### src/include/snap_pkg.sv
// Notes on behaviour
// - scale-monitor readback is read-only 4 bytes: turn-on offset high, turn-off scale low.
// - slew limits are R/W 8 bytes, four signed 16-bit limits, input positive first.
// - pre-bias start allowed only while input slope lies within both input limits.
// - pre-bias start allowed only while output slope lies within both output limits.
// - filter selector R/W byte: 0 output voltage, 1 output current, 2 feed-forward.
// - snapshot readback is read-only block of exactly 32 bytes.
// - input loss during conversion stores the snapshot to non-volatile memory automatically.
// - commanded off before input loss: all snapshot bytes except counter read ones.
// - top snapshot field is a 16-bit unsigned shutdown counter.
// - then fault-count byte, seven status byte copies, then 16-bit status word.
// - snapshot holds previous power-cycle duration in whole seconds.
// - snapshot holds chosen and unchosen sensor temperatures in linear format.
// - lower half: chosen temperature, load current, output and input voltage now, plus earlier duty/current/volts.
// - temperature-compensation parameters are a read-only 8-byte block.
package snap_pkg;
   localparam logic [7:0] CMD_SCALE_MON  = 8'hd3;
   localparam logic [7:0] CMD_SLEW_LIM   = 8'hd4;
   localparam logic [7:0] CMD_FILTER_SEL = 8'hd5;
   localparam logic [7:0] CMD_SNAPSHOT   = 8'hd7;
   localparam logic [7:0] CMD_THERM_COMP = 8'hd8;
   localparam logic [5:0] LEN_SCALE_MON  = 6'h04;
   localparam logic [5:0] LEN_SLEW_LIM   = 6'h08;
   localparam logic [5:0] LEN_FILTER_SEL = 6'h01;
   localparam logic [5:0] LEN_SNAPSHOT   = 6'h20;
   localparam logic [5:0] LEN_THERM_COMP = 6'h08;
   localparam logic [7:0] FILT_VOUT      = 8'h00;
   localparam logic [7:0] FILT_IOUT      = 8'h01;
   localparam logic [7:0] FILT_FEED_FWD  = 8'h02;
   localparam logic [7:0] ERASED_BYTE    = 8'hff;
   localparam logic [63:0] SLEW_RESET    = 64'h0000_0000_0000_0000;
   localparam logic [7:0] FILTER_RESET   = 8'h00;
   localparam int SNAP_CNT_LSB           = 240;
   localparam int SEC_CYCLES             = 10_000_000;
   // block transfer widths
   localparam int SNAP_BITS              = 256;
   typedef logic [SNAP_BITS-1:0] snap_t;
   typedef struct packed {
      logic [15:0] status_word;
      logic [7:0]  st_byte;
      logic [7:0]  st_vout;
      logic [7:0]  st_iout;
      logic [7:0]  st_vin;
      logic [7:0]  st_temp;
      logic [7:0]  comm_logic_status;
      logic [7:0]  st_other;
   } status_s;
   typedef struct packed {
      logic [15:0] iout;
      logic [15:0] vout;
      logic [15:0] vin;
      logic [15:0] duty;
      logic [15:0] temp_sel;
      logic [15:0] temp_other;
   } meas_s;
endpackage

### src/include/nvm_if.sv
`timescale 1ns/1ps
// carries the non-volatile snapshot store port
interface nvm_if;
   logic                 wr;
   snap_pkg::snap_t      wdata;
   snap_pkg::snap_t      rdata;
   modport host (output wr, output wdata, input rdata);
   modport mem  (input wr, input wdata, output rdata);
endinterface

### src/hdl/snap_store.sv
`timescale 1ns/1ps
module snap_store (
   // clock and reset
   input  wire logic clock_in,
   input  wire logic rst_in,
   input  wire logic ce_in,
   // store port
   nvm_if.mem        port
);
   typedef struct packed {
      snap_pkg::snap_t rec;
   } st_s;
   st_s st_ff;
   st_s nxt_st;
   always_comb
   begin
      nxt_st = st_ff;
      // record only changes on a capture write, reads never disturb it
      if (port.wr)
      begin
         nxt_st.rec = port.wdata;
      end
   end
   always_ff @(posedge clock_in or posedge rst_in)
   begin
      if (rst_in)
         st_ff <= '1;
      else if (ce_in)
         st_ff <= nxt_st;
   end
   assign port.rdata = st_ff.rec;
endmodule

### src/hdl/slew_check.sv
`timescale 1ns/1ps
module slew_check (
   // clock and reset
   input  wire logic               clock_in,
   input  wire logic               rst_in,
   input  wire logic               ce_in,
   // sample and limits
   input  wire logic               tick_in,
   input  wire logic signed [15:0] sample_in,
   input  wire logic signed [15:0] pos_lim_in,
   input  wire logic signed [15:0] neg_lim_in,
   output logic                    ok_out
);
   typedef struct packed {
      logic signed [15:0] last;
      logic               ok;
   } st_s;
   st_s st_ff;
   st_s nxt_st;
   logic signed [16:0] delta;
   always_comb
   begin
      nxt_st = st_ff;
      delta  = 17'(sample_in) - 17'(st_ff.last);
      if (tick_in)
      begin
         // negative limit is given as a signed value, compared as a floor
         nxt_st.ok   = (delta <= 17'(pos_lim_in)) && (delta >= 17'(neg_lim_in));
         nxt_st.last = sample_in;
      end
   end
   always_ff @(posedge clock_in or posedge rst_in)
   begin
      if (rst_in)
         st_ff <= '0;
      else if (ce_in)
         st_ff <= nxt_st;
   end
   assign ok_out = st_ff.ok;
endmodule

### src/hdl/powerloss_snapshot_and_config_cmds.sv
`timescale 1ns/1ps
module powerloss_snapshot_and_config_cmds #(
   parameter int SEC_CYCLES = snap_pkg::SEC_CYCLES
) (
   // clock and reset
   input  wire logic                    clock_in,
   input  wire logic                    rst_in,
   input  wire logic                    ce_in,
   // command port from the management-bus engine
   input  wire logic                    cmd_start_in,
   input  wire logic [7:0]              cmd_code_in,
   input  wire logic                    wr_byte_in,
   input  wire logic [7:0]              wr_data_in,
   input  wire logic                    rd_byte_in,
   output logic [7:0]                   rd_data_out,
   output logic [5:0]                   blk_len_out,
   output logic                         cmd_err_out,
   // controller state
   input  wire logic [15:0]             scale_on_in,
   input  wire logic [15:0]             scale_off_in,
   input  wire logic [63:0]             therm_comp_in,
   input  wire logic                    converting_in,
   input  wire logic                    vin_lost_in,
   input  wire logic                    cmd_off_in,
   input  wire logic                    fault_in,
   input  wire logic                    shutdown_in,
   input  wire logic                    sample_tick_in,
   input  wire snap_pkg::status_s       status_in,
   input  wire snap_pkg::meas_s         meas_in,
   input  wire snap_pkg::meas_s         meas_old_in,
   // outputs to the controller
   output logic [7:0]                   filter_sel_out,
   output logic                         prebias_ok_out,
   output logic                         capture_out
);
   typedef enum {IDLE, READ, WRITE} phase_e;
   typedef struct packed {
      phase_e           phase;
      logic [7:0]       cmd;
      logic [5:0]       idx;
      logic [63:0]      slew;
      logic [63:0]      slew_shadow;
      logic [7:0]       filter;
      logic [15:0]      shut_cnt;
      logic [7:0]       fault_cnt;
      logic [31:0]      sec_cnt;
      logic [15:0]      secs;
      logic             ran_up;
      logic             was_off;
      logic             conv_d;
      logic             lost_d;
      logic [7:0]       rd_data;
      logic [5:0]       blk_len;
      logic             err;
      logic             pb_ok;
      logic             cap;
   } st_s;
   st_s st_ff;
   st_s nxt_st;
   nvm_if nvm ();
   logic vin_ok;
   logic vout_ok;
   snap_pkg::snap_t cap_rec;
   function automatic logic [5:0] len_of(input logic [7:0] code);
      case (code)
         snap_pkg::CMD_SCALE_MON:  len_of = snap_pkg::LEN_SCALE_MON;
         snap_pkg::CMD_SLEW_LIM:   len_of = snap_pkg::LEN_SLEW_LIM;
         snap_pkg::CMD_FILTER_SEL: len_of = snap_pkg::LEN_FILTER_SEL;
         snap_pkg::CMD_SNAPSHOT:   len_of = snap_pkg::LEN_SNAPSHOT;
         snap_pkg::CMD_THERM_COMP: len_of = snap_pkg::LEN_THERM_COMP;
         default:                  len_of = '0;
      endcase
   endfunction
   function automatic logic writable(input logic [7:0] code);
      writable = (code == snap_pkg::CMD_SLEW_LIM) || (code == snap_pkg::CMD_FILTER_SEL);
   endfunction
   // bytes leave most significant first
   function automatic logic [7:0] pick(input snap_pkg::snap_t v, input logic [5:0] n,
                                       input logic [5:0] i);
      logic [8:0] sh;
      sh   = 9'((n - i - 6'h01)) << 3;
      pick = 8'(v >> sh);
   endfunction
   slew_check u_vin_slew (
      .clock_in   (clock_in),
      .rst_in     (rst_in),
      .ce_in      (ce_in),
      .tick_in    (sample_tick_in),
      .sample_in  (meas_in.vin),
      .pos_lim_in (st_ff.slew[63:48]),
      .neg_lim_in (st_ff.slew[47:32]),
      .ok_out     (vin_ok)
   );
   slew_check u_vout_slew (
      .clock_in   (clock_in),
      .rst_in     (rst_in),
      .ce_in      (ce_in),
      .tick_in    (sample_tick_in),
      .sample_in  (meas_in.vout),
      .pos_lim_in (st_ff.slew[31:16]),
      .neg_lim_in (st_ff.slew[15:0]),
      .ok_out     (vout_ok)
   );
   snap_store u_store (
      .clock_in (clock_in),
      .rst_in   (rst_in),
      .ce_in    (ce_in),
      .port     (nvm.mem)
   );
   always_comb
   begin
      // record layout, counter on top
      // the cycle that ends with this capture is the previous one when read back
      cap_rec = {st_ff.shut_cnt, st_ff.fault_cnt,
                 status_in.st_other, status_in.comm_logic_status, status_in.st_temp,
                 status_in.st_vin, status_in.st_iout, status_in.st_vout, status_in.st_byte,
                 status_in.status_word, st_ff.secs,
                 meas_in.temp_other, meas_in.temp_sel, meas_in.iout,
                 meas_in.vout, meas_in.vin, meas_old_in.duty, meas_old_in.iout,
                 meas_old_in.vout, meas_old_in.vin};
      if (st_ff.was_off)
      begin
         // commanded off earlier: everything but the counter reads erased
         cap_rec[snap_pkg::SNAP_CNT_LSB-1:0] = '1;
      end
   end
   assign nvm.wr    = st_ff.cap;
   assign nvm.wdata = cap_rec;
   always_comb
   begin
      nxt_st         = st_ff;
      nxt_st.cap     = 1'b0;
      nxt_st.conv_d  = converting_in;
      nxt_st.lost_d  = vin_lost_in;
      nxt_st.pb_ok   = vin_ok && vout_ok;
      if (fault_in)
         nxt_st.fault_cnt = st_ff.fault_cnt + 8'h01;
      if (shutdown_in)
         nxt_st.shut_cnt = st_ff.shut_cnt + 16'h0001;
      if (converting_in)
         nxt_st.ran_up = 1'b1;
      if (cmd_off_in && st_ff.ran_up)
         nxt_st.was_off = 1'b1;
      // seconds of the running power cycle
      if (st_ff.sec_cnt == 32'(SEC_CYCLES - 1))
      begin
         nxt_st.sec_cnt = '0;
         nxt_st.secs    = st_ff.secs + 16'h0001;
      end
      else
         nxt_st.sec_cnt = st_ff.sec_cnt + 32'h1;
      // capture on rising loss edge, either while converting or after command-off
      if (vin_lost_in && !st_ff.lost_d && (st_ff.conv_d || st_ff.was_off))
      begin
         nxt_st.cap = 1'b1;
      end
      if (st_ff.cap)
      begin
         // new power cycle starts; events of this very cycle still count
         nxt_st.fault_cnt  = {7'h00, fault_in};
         nxt_st.secs       = '0;
         nxt_st.sec_cnt    = '0;
         nxt_st.ran_up     = converting_in;
         nxt_st.was_off    = cmd_off_in && st_ff.ran_up;
      end
      if (cmd_start_in)
      begin
         nxt_st.cmd     = cmd_code_in;
         nxt_st.idx     = '0;
         nxt_st.blk_len = len_of(cmd_code_in);
         nxt_st.err     = (len_of(cmd_code_in) == '0);
         nxt_st.phase   = IDLE;
         nxt_st.slew_shadow = st_ff.slew;
      end
      else
      begin
         case (st_ff.phase)
            IDLE, READ, WRITE:
            begin
               if (rd_byte_in && st_ff.blk_len != '0)
               begin
                  nxt_st.phase = READ;
                  // reads past the block return erased filler
                  if (st_ff.idx < st_ff.blk_len)
                  begin
                     case (st_ff.cmd)
                        snap_pkg::CMD_SCALE_MON:
                           nxt_st.rd_data = pick({192'h0, scale_on_in, scale_off_in},
                                                 st_ff.blk_len, st_ff.idx);
                        snap_pkg::CMD_SLEW_LIM:
                           nxt_st.rd_data = pick({192'h0, st_ff.slew},
                                                 st_ff.blk_len, st_ff.idx);
                        snap_pkg::CMD_FILTER_SEL:
                           nxt_st.rd_data = st_ff.filter;
                        snap_pkg::CMD_SNAPSHOT:
                           nxt_st.rd_data = pick(nvm.rdata, st_ff.blk_len,
                                                 st_ff.idx);
                        snap_pkg::CMD_THERM_COMP:
                           nxt_st.rd_data = pick({192'h0, therm_comp_in},
                                                 st_ff.blk_len, st_ff.idx);
                        default:
                           nxt_st.rd_data = snap_pkg::ERASED_BYTE;
                     endcase
                     nxt_st.idx = st_ff.idx + 6'h01;
                  end
                  else
                  begin
                     nxt_st.rd_data = snap_pkg::ERASED_BYTE;
                     nxt_st.err     = 1'b1;
                  end
               end
               else if (wr_byte_in && st_ff.blk_len != '0)
               begin
                  nxt_st.phase = WRITE;
                  // read-only blocks refuse writes
                  if (!writable(st_ff.cmd) || st_ff.idx >= st_ff.blk_len)
                     nxt_st.err = 1'b1;
                  else
                  begin
                     if (st_ff.cmd == snap_pkg::CMD_FILTER_SEL)
                        nxt_st.filter = wr_data_in;
                     else
                     begin
                        // shadow first, committed only once all eight bytes arrive
                        nxt_st.slew_shadow = {st_ff.slew_shadow[55:0], wr_data_in};
                        if (st_ff.idx == snap_pkg::LEN_SLEW_LIM - 6'h01)
                           nxt_st.slew = {st_ff.slew_shadow[55:0], wr_data_in};
                     end
                     nxt_st.idx = st_ff.idx + 6'h01;
                  end
               end
            end
            default:
               nxt_st.phase = IDLE;
         endcase
      end
   end
   always_ff @(posedge clock_in or posedge rst_in)
   begin
      if (rst_in)
      begin
         st_ff        <= '0;
         st_ff.phase  <= IDLE;
         st_ff.slew   <= snap_pkg::SLEW_RESET;
         st_ff.filter <= snap_pkg::FILTER_RESET;
      end
      else if (ce_in)
         st_ff <= nxt_st;
   end
   always_comb
   begin
      rd_data_out    = st_ff.rd_data;
      blk_len_out    = st_ff.blk_len;
      cmd_err_out    = st_ff.err;
      filter_sel_out = st_ff.filter;
      prebias_ok_out = st_ff.pb_ok;
      capture_out    = st_ff.cap;
   end
endmodule

### config.mk
export PLATFORM = sky130hd
export DESIGN_NAME = powerloss_snapshot_and_config_cmds
export DESIGN_NICKNAME = d
export VERILOG_FILES = /design/src/include/snap_pkg.sv /design/src/include/nvm_if.sv /design/src/hdl/snap_store.sv /design/src/hdl/slew_check.sv /design/src/hdl/powerloss_snapshot_and_config_cmds.sv
export SDC_FILE = /design/constraint.sdc
export NUM_CORES = 2
export LEC_CHECK = 0
export BUFFER_PORTS_ARGS = -buffer_cell sky130_fd_sc_hd__buf_2
export CAP_MARGIN = 20
export CORE_ASPECT_RATIO = 0.7
export CORE_MARGIN = 2
export CORE_UTILIZATION = 56
export DETAILED_ROUTE_END_ITERATION = 6
export PLACE_DENSITY = 0.77
export SYNTH_ARGS = -nofsm -noshare
export SYNTH_HDL_FRONTEND = slang
export SYNTH_SLANG_ARGS = --single-unit
### constraint.sdc
create_clock -name clock_in -period 18.55 [get_ports clock_in]
set_input_delay 0 -clock clock_in [delete_from_list [all_inputs] [get_ports clock_in]]
set_output_delay 0 -clock clock_in [all_outputs]
set_load 0.02 [all_outputs]
== Word level (Yosys, flattened, before mapping) ==
Cells that the tools add are included.

* Output and inout bits: 25
* Word-level logic and storage cells: 142
* Bits in registers: 557
* Input port bits: 388

* $lt $le $gt $ge: 6
* Bitwise logic cells: 4
* Multiplexer cells: 33
* Reduce and logical (&&, ||, !) cells: 41
* Add/sub/neg operators: 9
* Shifts and indexed selects: 4
* Equal/unequal tests: 21

{| class="wikitable"
|+ Operators with widths
! operator !! count
|-
| 142-bit 2-to-1 mux || 3
|-
| 256-bit by 9-bit >> shifter with 8-bit output || 1
|-
| 240-bit 2-to-1 mux || 1
|-
| 32-bit 2-to-1 mux || 5
|-
| 136-bit 2-to-1 mux || 1
|-
| 128-bit 2-to-1 mux || 1
|-
| 64-bit by 9-bit >> shifter with 8-bit output || 2
|-
| 8-bit == test, second input constant || 10
|-
| 64-bit 2-to-1 mux || 1
|-
| 58-bit 2-to-1 mux || 1
|-
| 56-bit 2-to-1 mux || 1
|-
| 8-bit one-hot mux with 5 select lines || 1
|-
| 17-bit by 16-bit >= comparator with 1-bit output || 2
|-
| 17-bit by 16-bit <= comparator with 1-bit output || 2
|-
| 16-bit by 16-bit subtractor with 17-bit output || 2
|-
| 16-bit by 1-bit adder with 16-bit output, second input constant || 2
|-
| 32-bit by 1-bit adder with 32-bit output, second input constant || 1
|-
| 32-bit by 1-bit == test with 1-bit output, second input constant || 1
|-
| 32-bit by 2-bit == test with 1-bit output, second input constant || 1
|-
| 32-bit by 24-bit == test with 1-bit output, second input constant || 1
|-
| 32-bit zero test || 1
|-
| 32-bit by 9-bit >> shifter with 8-bit output || 1
|-
| 6-bit 2-to-1 mux || 4
|-
| 8-bit 2-to-1 mux || 3
|-
| other kinds (30) || 69
|}

== Longest topological paths before layout ==
* Word-level depth: 9
* Depth in mapped cells: 17
* Gate-level depth less buffers: 17

== Cells and area by module ==
A second synthesis with hierarchy kept.

* Cell total of the unflattened synthesis: 2811
* Area, all modules: 30782.0 µm²

{| class="wikitable"
|+ Modules (own cells, without submodules)
! module !! instances !! area each (µm²) !! seq. area each (µm²) !! cells each
|-
| powerloss_snapshot_and_config_cmds || 1 || 16089.2 || 5880.6 || 1693
|-
| snap_store || 1 || 9928.3 || 6726.5 || 542
|-
| slew_check || 2 || 2382.3 || 425.4 || 288
|}

== Least setup slack after synthesis ==
Ideal clock, no wire load.

* Path kind: reg-to-reg
* From: reg u_vin_slew.st_ff[3] in the netlist's numbering
* To: reg u_vin_slew.st_ff, in the netlist u_vin_slew.ok_out
* Data arrival time: 3.339 ns
* Buffers on the path: 0
* Required time: 18.485 ns
* Clock period less this slack: 3.404 ns
* Cell stages (with the launch flop): 17
* Setup slack: 15.146 ns
* Library setup time: 0.065 ns
* Cell sequence: dfrtp_1 > inv_1 > ha_1 > nor2b_1 > o31a_1 > o211ai_1 > a21oi_1 > o31ai_1 > o21ai_0 > nor3_1 > ha_1 > and4_1 > a211oi_1 > o211a_1 > o31ai_1 > a31oi_1 > a22o_1

* Cells in the longest elaborated chain, start to end: 3
* Elaborated cells on any way between the ends: 4
* Classes of those cells: add/sub: 1; order compare: 2; reduce/logical: 1

{| class="wikitable"
|+ RTL lines
! element !! RTL line !! source
|-
| start, declared || slew_check.sv:18 || <nowiki>st_s st_ff;</nowiki>
|-
| start signal, assigned || slew_check.sv:37 || <nowiki>st_ff <= nxt_st;</nowiki>
|-
| 16-bit by 16-bit subtractor with 17-bit output * || slew_check.sv:24 || <nowiki>delta = 17'(sample_in) - 17'(st_ff.last);</nowiki>
|-
| 17-bit by 16-bit <= comparator with 1-bit output or 17-bit by 16-bit >= comparator with 1-bit output (tied branches) || slew_check.sv:28 || <nowiki>nxt_st.ok = (delta <= 17'(pos_lim_in)) && (delta >= 17'(neg_lim_in));</nowiki>
|-
| 1-bit logical AND * || slew_check.sv:28 ||
|}

Mark *: on every way between the ends. The rest lies on a longest branch, timed or not.
A chain may end at the register's enable or synchronous reset.

== Worst setup path in the final report ==
* From: reg st_ff, in the netlist blk_len_out[0]
* To: reg st_ff, in the netlist rd_data_out[5]

* Cells in the longest elaborated chain, start to end: 5
* Elaborated cells on any way between the ends: 12
* Classes of those cells: add/sub: 2; order compare: 1; shift: 4; mux: 2; reduce/logical: 3

{| class="wikitable"
|+ RTL lines
! element !! RTL line !! source
|-
| start, declared || powerloss_snapshot_and_config_cmds.sv:58 || <nowiki>st_s st_ff;</nowiki>
|-
| start signal, assigned || powerloss_snapshot_and_config_cmds.sv:248 || <nowiki>st_ff <= nxt_st;</nowiki>
|-
| 6-bit subtractor || powerloss_snapshot_and_config_cmds.sv:81 || <nowiki>sh = 9'((n - i - 6'h01)) << 3;</nowiki>
|-
| 6-bit by 2-bit subtractor with 6-bit output || powerloss_snapshot_and_config_cmds.sv:81 ||
|-
| 256-bit by 9-bit >> shifter with 8-bit output, or another cell as far along || powerloss_snapshot_and_config_cmds.sv:82 || <nowiki>pick = 8'(v >> sh);</nowiki>
|-
| 8-bit one-hot mux with 5 select lines || powerloss_snapshot_and_config_cmds.sv:186 || <nowiki>case (st_ff.cmd)</nowiki>
|-
| 8-bit 2-to-1 mux || powerloss_snapshot_and_config_cmds.sv:184 || <nowiki>if (st_ff.idx < st_ff.blk_len)</nowiki>
|}

Several ways; a longest one is shown, not always the timed one.

==> results.sh <==
export IMPL_ys_types=88
export IMPL_first_global_vias=26380
export IMPL_holdCritPathClass="input port to async pin"
export IMPL_critPathLaunchType="flop"
export IMPL_drc_errors=0
export IMPL_swShare=0.3229
export IMPL_drt_iter0_drc=3306
export IMPL_p_seq_frac=0.472
export IMPL_vias_per_cell=6.340
export IMPL_yosys_area_share_adder=0.04986
export IMPL_synth_compound_area_share=0.1635
export IMPL_via_count=26970
export IMPL_synth_ff_type="dfrtp_1"
export IMPL_rows=69
export IMPL_start_util=0.5706
export IMPL_setup_viol_count_final=0
export IMPL_yosys_register_bits=525
export IMPL_cts_sinks=525
export IMPL_clkPwrFrac=0.287
export IMPL_tns_ns=0
export IMPL_synth_xor_area_frac=0.02523
export IMPL_core_sq_um=51110
export IMPL_cts_buffers=51
export IMPL_cts_tree="yes"
export IMPL_grt_max_degree=168
export IMPL_ctsHtreeMaxLevel=2
export IMPL_status="completed"
export IMPL_skew_ns=0.02929
export IMPL_wl_per_cell_microns=24.22
export IMPL_die_h_microns=194.9
export IMPL_slowest_delay_ns=0.82
export IMPL_syn_area_sq_um=29160
export IMPL_ir_worst_vdd_mv=0.07179
export IMPL_finalPower_uw=3776
export IMPL_ys_seq_area_frac=0.4615
export IMPL_routed_wl_mm=103.0
export IMPL_die_area_sq_um=53940
export IMPL_crit_required_ns=19.03
export IMPL_async_flop_share=1.000
export IMPL_p_switching_uw=1219
export IMPL_path_cells="ha_4, buf_4, mux4_2, nand2_1, nand2_1, a21oi_1, nand3_1, a311oi_1, a31oi_1, dlygate4sd3_1"
export IMPL_critPathKind="flop to flop"
export IMPL_antenna_found_initial=1
export IMPL_synth_top_family_by_area="compound AO/OA/AOI/OAI gates"
export IMPL_powerDensity_nw_per_um2=106.7
export IMPL_cts_root_buf="clkbuf_16"
export IMPL_crit_buf_inv=2
export IMPL_crit_top_cell="nand2_1"
export IMPL_num_nets_final=4040
export IMPL_maxSlewViolCount=0
export IMPL_first_pass_iters=6
export IMPL_pwr_share_comb=0.241
export IMPL_synth_edf_count=0
export IMPL_worst_pin_slew_ns=1.155
export IMPL_p_leak_uw=0.01634
export IMPL_p_int_uw=2557
export IMPL_grt_overflow=0
export IMPL_synthCells=3054
export IMPL_gr_usage_all_layers=0.3773
export IMPL_drt_antenna_violating_nets=0
export IMPL_crit_family="buffers and inverters"
export IMPL_area_growth_pct=21.39
export IMPL_crit_arrival_ns=4.96
export IMPL_gp_congestion=1.001
export IMPL_drv_cap=0
export IMPL_pin_count=413
export IMPL_numPortBuffers=362
export IMPL_hpwl_mm=68.55
export IMPL_nFillCells=3775
export IMPL_max_freq_mhz=223.2
export IMPL_grt_pass1_wl_mm=156.2
export IMPL_synth_mux_area_frac=0.09281
export IMPL_finalHoldWorstSlack_ns=0.08138
export IMPL_ctsResizeCount=0
export IMPL_final_min_period_over_clock_period=0.2416
export IMPL_cts_clk_slew_worst_paths_ns=0.07
export IMPL_end_kind="flop"
export IMPL_rsz0062_at_grt="false"
export IMPL_slew_headroom=0.2205
export IMPL_finalCriticalPeriod_ns=4.481
export IMPL_syn_avg_cell_area_sq_um=9.548
export IMPL_cp_max_fo=43
export IMPL_yosys_area_share_simple=0.1577
export IMPL_yosys_warnings=0
export IMPL_finalHoldViolCount=0
export IMPL_cp_slowest_cell="buf_4"
export IMPL_clockBufferDepth=3
export IMPL_drive_gt1_frac=0.2532
export IMPL_die_w_microns=276.7
export IMPL_clkLatencyLatePin_ns=0.62
metrics by stage:
step	instances	instance area [sq um]	setup WS, ns	utilization
6_report	4253	35400	14.07	0.6926
5_1_grt	4253	35400	13.84	0.6926
4_1_cts	4250	35360	14.10	0.6919
3_5_place_dp	3909	31180	14.27	0.6101
3_3_place_gp	3909	31180	14.36	0.6101
2_1_floorplan	3055	29160	4.305	-
state kept, by name (all words and copies together), names as in the netlist, 4 cells and up:
name	flops
rd_data_out	8
u_store.port.rdata	256
u_vout_slew.st_ff	16
filter_sel_out	8
blk_len_out	4
st_ff	196
cap_rec	16
u_vin_slew.st_ff	16
worst paths after layout:
path / from / endpoint / slack, ns / cells after the start
worst max-delay path: blk_len_out[0] / rd_data_out[5] / 14.07 / 10
worst min-delay path: rst_in / cap_rec[242] / 0.08 / 3
worst max register to register: blk_len_out[0] / rd_data_out[5] / 14.07 / 10
worst min register to register: st_ff[17] / capture_out / 0.45 / 1
max in group asynchronous: rst_in / u_vin_slew.st_ff[10] / 16.23 / 5
min in group clock_in: sample_tick_in / u_vin_slew.st_ff[1] / 0.09 / 5
worst min-delay path, delay by kind of cell:
family   cells  cell delay [ns]
buf+inv      3             1.07
kinds of logic (layout without fill, tap and decap cells):
logic type | Yosys count | count (layout)
other | 1 | 3
xor gates and xnor gates | 84 | 84
adders and majority gates | 115 | 115
buffers and inverters | 338 | 861
muxes | 169 | 169
and+or+nand+nor | 1071 | 1071
AOI/OAI and AO/OA | 751 | 751
DFF | 525 | 525
cell type report:
class	instances	area [sq um]	share of cell area
Antenna cell	1	2.502	0.00007069
Clock buffer	83	1599	0.04517
Clock inverter	11	108.9	0.003075
Inverter	129	491.7	0.01389
Multi-Input combinational cell	2192	14360	0.4056
Sequential cell	525	13460	0.3803
Tap cell	674	843.3	0.02382
Timing Repair Buffer	638	4534	0.1281
routing by layer:
layer	vias to the layer above	part of all wire	track usage
met5	-	0	0
met4	0	0.054	0.1791
met3	355	0.11	0.08763
met2	1675	0.44	0.5646
met1	13250	0.40	0.5220
li1	11690	-	-
power by group through the flow:
stage                     logic (uW)  clock network (uW)  registers (uW)
final                            911                1080            1780
after global routing            1010                1140            1810
after CTS                        861                1080            1770
after detailed placement         815                   0            1790
after global placement           776                   0            1770
after floorplan                  600                   0            1680
what timing repair did:
action                                 in CTS  in global routing
endpoints found under the hold margin     387                  0
buffers inserted                            0                  0
hold buffers                              247                  0
layout by cell type (no fill, tap or decap), types with 16 or more instances in the layout:
cell	n
nand3_1	76
a22o_1	27
xor2_1	31
mux2_4	60
a211oi_1	20
clkbuf_16	53
o21ai_0	296
nor3_1	32
a221o_1	17
dfrtp_1	268
ha_1	111
buf_2	362
dlygate4sd3_1	247
inv_1	127
nor2_1	153
a21o_1	21
xnor2_1	51
nand2_1	674
nor2b_1	16
nand4_1	27
a31oi_1	23
a22oi_1	74
mux4_2	52
dfstp_2	256
a21oi_1	129
clkbuf_8	16
buf_4	26
mux2_2	41
cells in the mapped netlist (9+ instances only):
master / count / area (sq um)
o211ai_1: 12 / 90.09
xor2_1: 32 / 280.3
mux2_1: 10 / 112.6
nand3_1: 76 / 380.4
a22o_1: 27 / 236.5
xnor2_1: 52 / 455.4
nor3_1: 33 / 165.2
o21a_1: 14 / 105.1
o31ai_1: 13 / 97.59
a2111oi_0: 10 / 87.58
a21oi_1: 129 / 645.6
a221o_1: 17 / 170.2
a31oi_1: 23 / 143.9
nor2_1: 153 / 574.3
a211oi_1: 20 / 150.1
and3_1: 11 / 68.82
a22oi_1: 74 / 555.5
o21ai_0: 296 / 1481
mux4_2: 52 / 1171
inv_1: 128 / 480.5
mux2_4: 60 / 900.9
ha_1: 113 / 1414
dfstp_2: 256 / 6726
nor2b_1: 16 / 100.1
or3_1: 15 / 93.84
o22ai_1: 12 / 75.07
nand4_1: 27 / 168.9
buf_2: 22 / 110.1
a221oi_1: 14 / 122.6
nand2_1: 675 / 2534
buf_4: 23 / 172.7
o2bb2ai_1: 9 / 78.83
dfrtp_1: 269 / 6731
a21o_1: 21 / 157.7
clkbuf_1: 149 / 559.3
mux2_2: 41 / 461.7
Power figures use the tool's default switching activity.
